$ cat config.mk
export PLATFORM = sky130hd
export DESIGN_NAME = adcctl_top
export DESIGN_NICKNAME = d
export VERILOG_FILES = /design/src/adcctl_top.v
export VERILOG_INCLUDE_DIRS = /design/src
export SDC_FILE = /design/constraint.sdc
export NUM_CORES = 1
export LEC_CHECK = 0
export BUFFER_PORTS_ARGS = -buffer_cell sky130_fd_sc_hd__buf_2
export CAP_MARGIN = 10
export CORE_MARGIN = 2
export CORE_UTILIZATION = 45
export CTS_CLUSTER_SIZE = 8
export DETAILED_ROUTE_END_ITERATION = 10
export GPL_TIMING_DRIVEN = 0
export PLACE_DENSITY = 0.74
export SETUP_SLACK_MARGIN = 0.2
export SLEW_MARGIN = 20
export SYNTH_ARGS = -nofsm -noshare
export SYNTH_HDL_FRONTEND = slang
export SYNTH_SLANG_ARGS = --single-unit
$ cat constraint.sdc
create_clock -name CORE_CLK -period 4.1 [get_ports CORE_CLK]
set_input_delay 0.41 -clock CORE_CLK [delete_from_list [all_inputs] [get_ports CORE_CLK]]
set_output_delay 0.41 -clock CORE_CLK [all_outputs]
set_load 0.01 [all_outputs]
$ cat src/adcctl_consts.vh
`ifndef ADCCTL_CONSTS_VH
`define ADCCTL_CONSTS_VH
// register byte addresses (word aligned on the bus: offset & ~3)
`define ADCCTL_OFS_RES_LOW 8'h78
`define ADCCTL_OFS_RES_HIGH 8'h79
`define ADCCTL_OFS_CTRL_STAT 8'h7a
`define ADCCTL_OFS_TRIG_CFG 8'h7b
`define ADCCTL_OFS_INPUT_SEL 8'h7c
// word indices of the registers (byte address / 4 gives word)
`define ADCCTL_IDX_RES 6'h1e
`define ADCCTL_IDX_CFG 6'h1f
// control/status bit positions
`define ADCCTL_BIT_ENABLE 7
`define ADCCTL_BIT_START 6
`define ADCCTL_BIT_AUTO 5
`define ADCCTL_BIT_FLAG 4
`define ADCCTL_BIT_IRQ_EN 3
// input select fields
`define ADCCTL_BIT_LEFT 5
`define ADCCTL_REF_EXT_PIN 2'h0
`define ADCCTL_REF_SUPPLY 2'h1
`define ADCCTL_REF_RESERVED 2'h2
`define ADCCTL_REF_INTERNAL 2'h3
`define ADCCTL_CH_LAST_EXT 5'h07
`define ADCCTL_CH_BANDGAP 5'h1e
`define ADCCTL_CH_GROUND 5'h1f
// conversion lengths in converter clocks
`define ADCCTL_FIRST_CYCLES 5'h19
`define ADCCTL_NORMAL_CYCLES 5'h0d
// code limits
`define ADCCTL_CODE_MIN 10'h000
`define ADCCTL_CODE_MAX 10'h3ff
// trigger source free running
`define ADCCTL_TRIG_FREE 3'h0
`define ADCCTL_RESET_BYTE 8'h00
`endif

$ cat src/adcctl_top.v
`timescale 1ns/1ps
`include "adcctl_consts.vh"

module adcctl_top (
  // clock and reset
  input wire CORE_CLK,
  input wire RST_N,
  // avalon-mm slave
  input wire [7:0] AVS_ADDRESS,
  input wire AVS_READ,
  input wire AVS_WRITE,
  input wire [3:0] AVS_BYTEENABLE,
  input wire [31:0] AVS_WRITEDATA,
  output reg [31:0] AVS_READDATA,
  output reg AVS_WAITREQUEST,
  // analog front end
  output reg [1:0] REFERENCE_SELECT,
  output reg [4:0] CHANNEL_SELECT,
  output reg ANALOG_POWER_ON,
  output reg SAMPLE_HOLD,
  input wire [9:0] CONVERSION_CODE,
  // trigger inputs, one per trigger source code
  input wire [7:0] TRIGGER_SOURCES,
  // processor interrupt hookup
  input wire GLOBAL_IRQ_ENABLE,
  input wire IRQ_VECTOR_TAKEN,
  output reg COMPLETION_IRQ
);

  // reset release
  reg rst_meta_reg;
  reg rst_sync_reg;
  always @(posedge CORE_CLK or negedge RST_N)
  begin
    if (!RST_N)
    begin
      rst_meta_reg <= 1'b0;
      rst_sync_reg <= 1'b0;
    end
    else
    begin
      rst_meta_reg <= 1'b1;
      rst_sync_reg <= rst_meta_reg;
    end
  end
  wire rst_n = rst_sync_reg;

  // prescaler half-period length from divider code
  function [6:0] half_div;
    input [2:0] sel;
    begin
      case (sel)
        3'h0, 3'h1: half_div = 7'h01;
        3'h2: half_div = 7'h02;
        3'h3: half_div = 7'h04;
        3'h4: half_div = 7'h08;
        3'h5: half_div = 7'h10;
        3'h6: half_div = 7'h20;
        default: half_div = 7'h40;
      endcase
    end
  endfunction

  // result layout per justification
  function [15:0] layout;
    input [9:0] code;
    input left;
    begin
      if (left)
        layout = {code, 6'h00};
      else
        layout = {6'h00, code};
    end
  endfunction

  localparam ST_IDLE = 2'h0;
  localparam ST_CONV = 2'h1;
  localparam ST_DONE = 2'h2;

  reg [7:0] input_sel_reg;
  reg [7:0] ctrl_reg; // enable, auto, irq enable, divider (start/flag separate)
  reg [2:0] trig_sel_reg;
  reg start_reg;
  reg flag_reg;
  reg [1:0] state_reg;
  reg [4:0] cyc_reg;
  reg [4:0] cyc_len_reg;
  reg first_reg;
  reg [9:0] result_reg;
  reg locked_reg;
  reg [6:0] pre_cnt_reg;
  reg adc_clk_reg;
  reg trig_prev_reg;

  wire enable = ctrl_reg[`ADCCTL_BIT_ENABLE];
  wire auto = ctrl_reg[`ADCCTL_BIT_AUTO];
  wire [2:0] div_sel = ctrl_reg[2:0];
  wire word_hit_res = (AVS_ADDRESS[7:2] == `ADCCTL_IDX_RES);
  wire word_hit_cfg = (AVS_ADDRESS[7:2] == `ADCCTL_IDX_CFG);
  wire do_wr = AVS_WRITE && !AVS_WAITREQUEST;
  wire do_rd = AVS_READ && !AVS_WAITREQUEST;
  // byte lanes: 0x78 lane0, 0x79 lane1, 0x7a lane2, 0x7b lane3, 0x7c lane0 of next word
  wire wr_ctrl = do_wr && word_hit_res && AVS_BYTEENABLE[2];
  wire wr_trig = do_wr && word_hit_res && AVS_BYTEENABLE[3];
  wire wr_insel = do_wr && word_hit_cfg && AVS_BYTEENABLE[0];
  wire rd_low = do_rd && word_hit_res && AVS_BYTEENABLE[0];
  wire rd_high = do_rd && word_hit_res && AVS_BYTEENABLE[1];
  wire [7:0] wctl = AVS_WRITEDATA[23:16];
  wire [15:0] shown = layout(result_reg, input_sel_reg[`ADCCTL_BIT_LEFT]);

  // converter clock tick, one per rising converter clock
  wire tick = (pre_cnt_reg == half_div(div_sel) - 7'h01) && !adc_clk_reg;
  always @(posedge CORE_CLK or negedge rst_n)
  begin
    if (!rst_n)
    begin
      pre_cnt_reg <= 7'h00;
      adc_clk_reg <= 1'b0;
    end
    else if (!enable)
    begin
      pre_cnt_reg <= 7'h00;
      adc_clk_reg <= 1'b0;
    end
    else if (pre_cnt_reg >= half_div(div_sel) - 7'h01)
    begin
      pre_cnt_reg <= 7'h00;
      adc_clk_reg <= ~adc_clk_reg;
    end
    else
      pre_cnt_reg <= pre_cnt_reg + 7'h01;
  end

  // trigger edge, source 0 (free running) never yields an edge
  wire trig_now = (trig_sel_reg == `ADCCTL_TRIG_FREE) ? 1'b0 : TRIGGER_SOURCES[trig_sel_reg];
  wire trig_edge = trig_now && !trig_prev_reg;
  // enable as it stands after this edge, so a start written with the enable counts
  wire en_write = wr_ctrl && wctl[`ADCCTL_BIT_ENABLE];
  wire fresh_enable = en_write && !enable;
  wire sw_start = en_write && wctl[`ADCCTL_BIT_START];
  wire free_restart = (state_reg == ST_DONE) && auto && (trig_sel_reg == `ADCCTL_TRIG_FREE);
  wire go = sw_start || (enable && ((auto && trig_edge) || free_restart));
  wire finish = (state_reg == ST_CONV) && tick && (cyc_reg == cyc_len_reg - 5'h01);
  wire abort = wr_ctrl && !wctl[`ADCCTL_BIT_ENABLE];
  // a start only lands between conversions; a disable in the same cycle wins
  wire idle_like = (state_reg == ST_IDLE) || (state_reg == ST_DONE);
  wire launch = go && idle_like && !abort;
  wire first_now = first_reg || fresh_enable;

  // software-written configuration; start and flag keep their own flops
  always @(posedge CORE_CLK or negedge rst_n)
  begin
    if (!rst_n)
    begin
      input_sel_reg <= `ADCCTL_RESET_BYTE;
      ctrl_reg <= `ADCCTL_RESET_BYTE;
      trig_sel_reg <= 3'h0;
    end
    else
    begin
      if (wr_insel)
        input_sel_reg <= AVS_WRITEDATA[7:0];
      if (wr_trig)
        trig_sel_reg <= AVS_WRITEDATA[26:24];
      if (wr_ctrl)
        ctrl_reg <= {wctl[7], 1'b0, wctl[5], 1'b0, wctl[3:0]};
    end
  end

  // trigger history for edge detection
  always @(posedge CORE_CLK or negedge rst_n)
  begin
    if (!rst_n)
      trig_prev_reg <= 1'b0;
    else
      trig_prev_reg <= trig_now;
  end

  // analog power follows the enable bit
  always @(posedge CORE_CLK or negedge rst_n)
  begin
    if (!rst_n)
      ANALOG_POWER_ON <= 1'b0;
    else
      ANALOG_POWER_ON <= wr_ctrl ? wctl[`ADCCTL_BIT_ENABLE] : enable;
  end

  // mux settings follow only between conversions, so a change waits for completion
  always @(posedge CORE_CLK or negedge rst_n)
  begin
    if (!rst_n)
    begin
      REFERENCE_SELECT <= `ADCCTL_REF_EXT_PIN;
      CHANNEL_SELECT <= 5'h00;
    end
    else if (state_reg != ST_CONV)
    begin
      REFERENCE_SELECT <= input_sel_reg[7:6];
      CHANNEL_SELECT <= input_sel_reg[4:0];
    end
  end

  // first conversion after an enable runs the long initialisation length
  always @(posedge CORE_CLK or negedge rst_n)
  begin
    if (!rst_n)
      first_reg <= 1'b1;
    else if (launch)
      first_reg <= 1'b0;
    else if (fresh_enable)
      first_reg <= 1'b1;
  end

  // busy bit: reads one while converting, software zero writes ignored
  always @(posedge CORE_CLK or negedge rst_n)
  begin
    if (!rst_n)
      start_reg <= 1'b0;
    else if (abort)
      start_reg <= 1'b0;
    else if (launch)
      start_reg <= 1'b1;
    else if (finish)
      start_reg <= 1'b0;
  end

  // converter clock count inside a conversion
  always @(posedge CORE_CLK or negedge rst_n)
  begin
    if (!rst_n)
      cyc_reg <= 5'h00;
    else if (launch)
      cyc_reg <= 5'h00;
    else if ((state_reg == ST_CONV) && tick)
      cyc_reg <= cyc_reg + 5'h01;
  end

  // conversion length, fixed when the conversion launches
  always @(posedge CORE_CLK or negedge rst_n)
  begin
    if (!rst_n)
      cyc_len_reg <= `ADCCTL_NORMAL_CYCLES;
    else if (launch)
      cyc_len_reg <= first_now ? `ADCCTL_FIRST_CYCLES : `ADCCTL_NORMAL_CYCLES;
  end

  // conversion sequencer; a disable ends any conversion at once
  always @(posedge CORE_CLK or negedge rst_n)
  begin
    if (!rst_n)
    begin
      state_reg <= ST_IDLE;
      SAMPLE_HOLD <= 1'b0;
    end
    else if (abort)
    begin
      state_reg <= ST_IDLE;
      SAMPLE_HOLD <= 1'b0;
    end
    else
    begin
      case (state_reg)
        ST_IDLE, ST_DONE:
        begin
          state_reg <= ST_IDLE;
          if (launch)
          begin
            state_reg <= ST_CONV;
            SAMPLE_HOLD <= 1'b1;
          end
        end
        ST_CONV:
        begin
          if (finish)
          begin
            state_reg <= ST_DONE;
            SAMPLE_HOLD <= 1'b0;
          end
        end
        default: state_reg <= ST_IDLE;
      endcase
    end
  end

  // result capture; low read locks, high read unlocks
  always @(posedge CORE_CLK or negedge rst_n)
  begin
    if (!rst_n)
    begin
      result_reg <= `ADCCTL_CODE_MIN;
      locked_reg <= 1'b0;
    end
    else
    begin
      if (finish && !abort && !locked_reg)
        result_reg <= CONVERSION_CODE;
      if (rd_high)
        locked_reg <= 1'b0;
      else if (rd_low)
        locked_reg <= 1'b1;
    end
  end

  // completion flag: set wins over any clear in the same cycle
  always @(posedge CORE_CLK or negedge rst_n)
  begin
    if (!rst_n)
      flag_reg <= 1'b0;
    else if (finish && !abort)
      flag_reg <= 1'b1;
    else if (IRQ_VECTOR_TAKEN || (wr_ctrl && wctl[`ADCCTL_BIT_FLAG]))
      flag_reg <= 1'b0;
  end

  // interrupt request, one cycle behind the flag
  always @(posedge CORE_CLK or negedge rst_n)
  begin
    if (!rst_n)
      COMPLETION_IRQ <= 1'b0;
    else
      COMPLETION_IRQ <= flag_reg && ctrl_reg[`ADCCTL_BIT_IRQ_EN] && GLOBAL_IRQ_ENABLE;
  end

  // status and result word: trigger source, control byte, result bytes
  function [31:0] res_word;
    input [2:0] src;
    input [7:0] ctl;
    input busy;
    input done;
    input [15:0] res;
    begin
      res_word = {5'h00, src, ctl[7], busy, ctl[5], done, ctl[3:0], res};
    end
  endfunction

  // avalon wait state: one cycle high then low for each request
  always @(posedge CORE_CLK or negedge rst_n)
  begin
    if (!rst_n)
      AVS_WAITREQUEST <= 1'b1;
    else
      AVS_WAITREQUEST <= !((AVS_READ || AVS_WRITE) && AVS_WAITREQUEST);
  end

  // read data captured while waitrequest is high, standing in the answer cycle
  always @(posedge CORE_CLK or negedge rst_n)
  begin
    if (!rst_n)
      AVS_READDATA <= 32'h0000_0000;
    else if ((AVS_READ || AVS_WRITE) && AVS_WAITREQUEST)
    begin
      if (word_hit_res)
        AVS_READDATA <= res_word(trig_sel_reg, ctrl_reg, start_reg, flag_reg, shown);
      else if (word_hit_cfg)
        AVS_READDATA <= {24'h000000, input_sel_reg};
      else
        AVS_READDATA <= 32'h0000_0000;
    end
  end

endmodule

==> results.toml <==
[status]
outcome = "finished clean"

[routing]
drt_iter0_drc = 180
postRouteAntennaNets = 0
viasPerCell = 5.27
vias = 3110
routed_wl_microns = 9220
drt_first_pass_iters = 4
wl_per_cell_microns = 15.6
drc = 0

[sta]
max_slew_margin_pct = 48.1
tns_ns = 0
layout_min_cycle_time_ns = 3.47
report.final.slew_viol_count = 0
fmax_ghz = 0.288
worst_pin_slew_ns = 0.767
timing.hold.ws_ns = 0.225
timing.final.crit_share_pct = 84.7
rsz0062_at_grt = "no"
finalHoldViolations = 0
finClkSkew_ns = 0.0198
setup_violations = 0

[finish]
diodes = 0
drive_gt1_share_pct = 32.0
area_growth_pct = 20.2
final_common_cell = "buf_2"
largest_reg_flops = 27
mostFrequentLayoutCells = "91 x buf_2, 85 x dfrtp_1, 65 x nand2_1"
nets = 556

[place]
gp_congestion = 0.772
dp_hpwl_microns = 6970
port_buffers = 89

[floorplan]
die_area_sq_um = 9810
ios = 111
die_w_microns = 99.0
core_area_sq_um = 8720
rows = 34
die_y_microns = 99.0
initial_core_util_pct = 46.6

[grt]
grt_first_pass_wirelength_microns = 14700
gr-usage-met2_pct = 32.1
grt_pass1_vias = 3045
grt_max_degree = 59
grt_overflow = 0
grtUsageMet3_pct = 4.40
grt_use_met1_pct = 25.3
antenna_found_initial = 0
top_usage_layer = "met2"
globalRouteTotalUtil_pct = 19.3

[clock_network]
cts_setup_buffers = 0
htree_levels = 3
cts.sink_count = 89
cts_buffers = 9
cts_tree = "built"
cts_buffer_depth = 2
clkTransAtPathRegs_ns = 0.09
hold_buffers = 1
ctsResizeCount = 0
clk_latency_ns = 0.38
cts-root-buf = "clkbuf_8"

[synthesis]
ys_seq_area_share_pct = 54.9
ys_warn_count = 0
synth-seq-cells = 89
async_flop_share_pct = 100
netlist_area_sq_um = 4060
synth-edff-count = 0
synth_ff_type = "dfrtp_1"
postSynthAreaPerCell_sq_um = 11.0
syn-instance-count = 371
ys_types = 48

[flow_run]
maxCapViolCount = 0

[pwr]
power_density_nw_per_um2 = 391
irDropWorstVdd_mv = 0.216
p_leak_nw = 2.42

[worst_hold_path]
hold_class = "input port to flip-flop"
hold_start = "AVS_BYTEENABLE[1]"

[critical_path]
crit_path_start_kind = "flip-flop"
r2r-start = "ctrl_reg[1]"
worstPathRequired_ns = 4.36
crit_arrival_ns = 3.73
critPathLaunch = "ctrl_reg[1]"
path_class = "flip-flop to flip-flop"
end_kind = "flip-flop"
critPathMaxFanout = 10
[cells in the mapped netlist, types with 4 or more instances]
cell / instances / area, sq um
dfrtp_1: 86 / 2150
nand2_1: 65 / 244
mux2_2: 28 / 315
o21ai_0: 25 / 125
nor2_1: 22 / 82.6
clkbuf_1: 11 / 41.3
ha_1: 11 / 138
inv_1: 9 / 33.8
mux2i_1: 9 / 90.1
a22o_1: 8 / 70.1
a22oi_1: 7 / 52.6
nand3_1: 7 / 35.0
xor2_1: 7 / 61.3
and3_1: 5 / 31.3
buf_4: 5 / 37.5
nand4_1: 5 / 31.3
a21oi_1: 4 / 20.0
nand2b_1: 4 / 25.0
nand3b_1: 4 / 30.0
xnor2_1: 4 / 35.0
[critical path, cell delays in order (launching register included)]
cell and delay [ns]:
dfrtp_1 0.37, clkbuf_1 0.18, or2_2 0.35, ha_1 0.20
nor2_1 0.09, a31oi_1 0.11, ha_1 0.37, nand3_1 0.16
nor4_4 0.52, nand2_2 0.18, nor3_4 0.44, mux2_2 0.40
[metrics by stage]
| stage | total power, W | instances | util (%) | setup WS [ns] | cell area, sq um |
|---|---|---|---|---|---|
| 3_5_place_dp | 0.00136 | 573 | 53.8 | 0.696 | 4690 |
| 4_1_cts | 0.00192 | 590 | 55.9 | 0.637 | 4880 |
| 5_1_grt | 0.00202 | 590 | 56.0 | 0.427 | 4880 |
| 3_3_place_gp | 0.00134 | 572 | 53.4 | 0.535 | 4660 |
| 2_1_floorplan | 0.00125 | 375 | - | 1.09 | 4080 |
| 6_report | 0.00191 | 590 | 56.0 | 0.625 | 4880 |
[logic make-up (layout without fill, tap and decap cells)]
kind of cell,count (synthesis),after routing,share of synthesized area (%)
mux,38,38,10.3
other cells,2,6,0.185
buf+inv,28,135,3.29
fa+ha+maj,11,11,3.39
simple gates,137,137,16.9
xor+xnor,11,11,2.37
compound gates,55,55,8.68
flops,89,89,54.9
[area by class of cell]
cell class / count / area [sq um]
clock inverter: 6 / 50.0
tap: 108 / 135
sequential: 89 / 2230
multi-input combinational: 258 / 1720
fill: 775 / 3840
buffer: 19 / 100
timing repair buffer: 91 / 483
inverter: 9 / 33.8
clock buffer: 10 / 128
[path summary, 6_finish.rpt]
check	endpoint	slack [ns]	depth (start not counted)
worst max-delay path	result_reg[1]	0.63	11
min in group asynchronous	AVS_READDATA[24]	0.26	0
max in group asynchronous	AVS_WAITREQUEST	3.17	1
worst max register to register	result_reg[1]	0.63	11
worst min-delay path	locked_reg	0.22	2
worst min register to register	AVS_READDATA[24]	0.26	0
[per-layer routing]
layer | part of all wire [%] | routed length (microns) | up-vias
met5 | 0 | 0 | -
met4 | 1.2 | 107 | 0
met3 | 5.6 | 513 | 12
met2 | 50 | 4570 | 87
met1 | 44 | 4030 | 1524
li1 | - | - | 1487
[report_power, final]
part | internal (W) | switching, W | leakage, nW
Sequential | 0.000944 | 0.0000689 | 1.15
Clock | 0.000228 | 0.000336 | 0.0839
Combinational | 0.000151 | 0.000182 | 1.18
Total | 0.00132 | 0.000587 | 2.42
No activity file was read; power rests on OpenSTA's default activity.
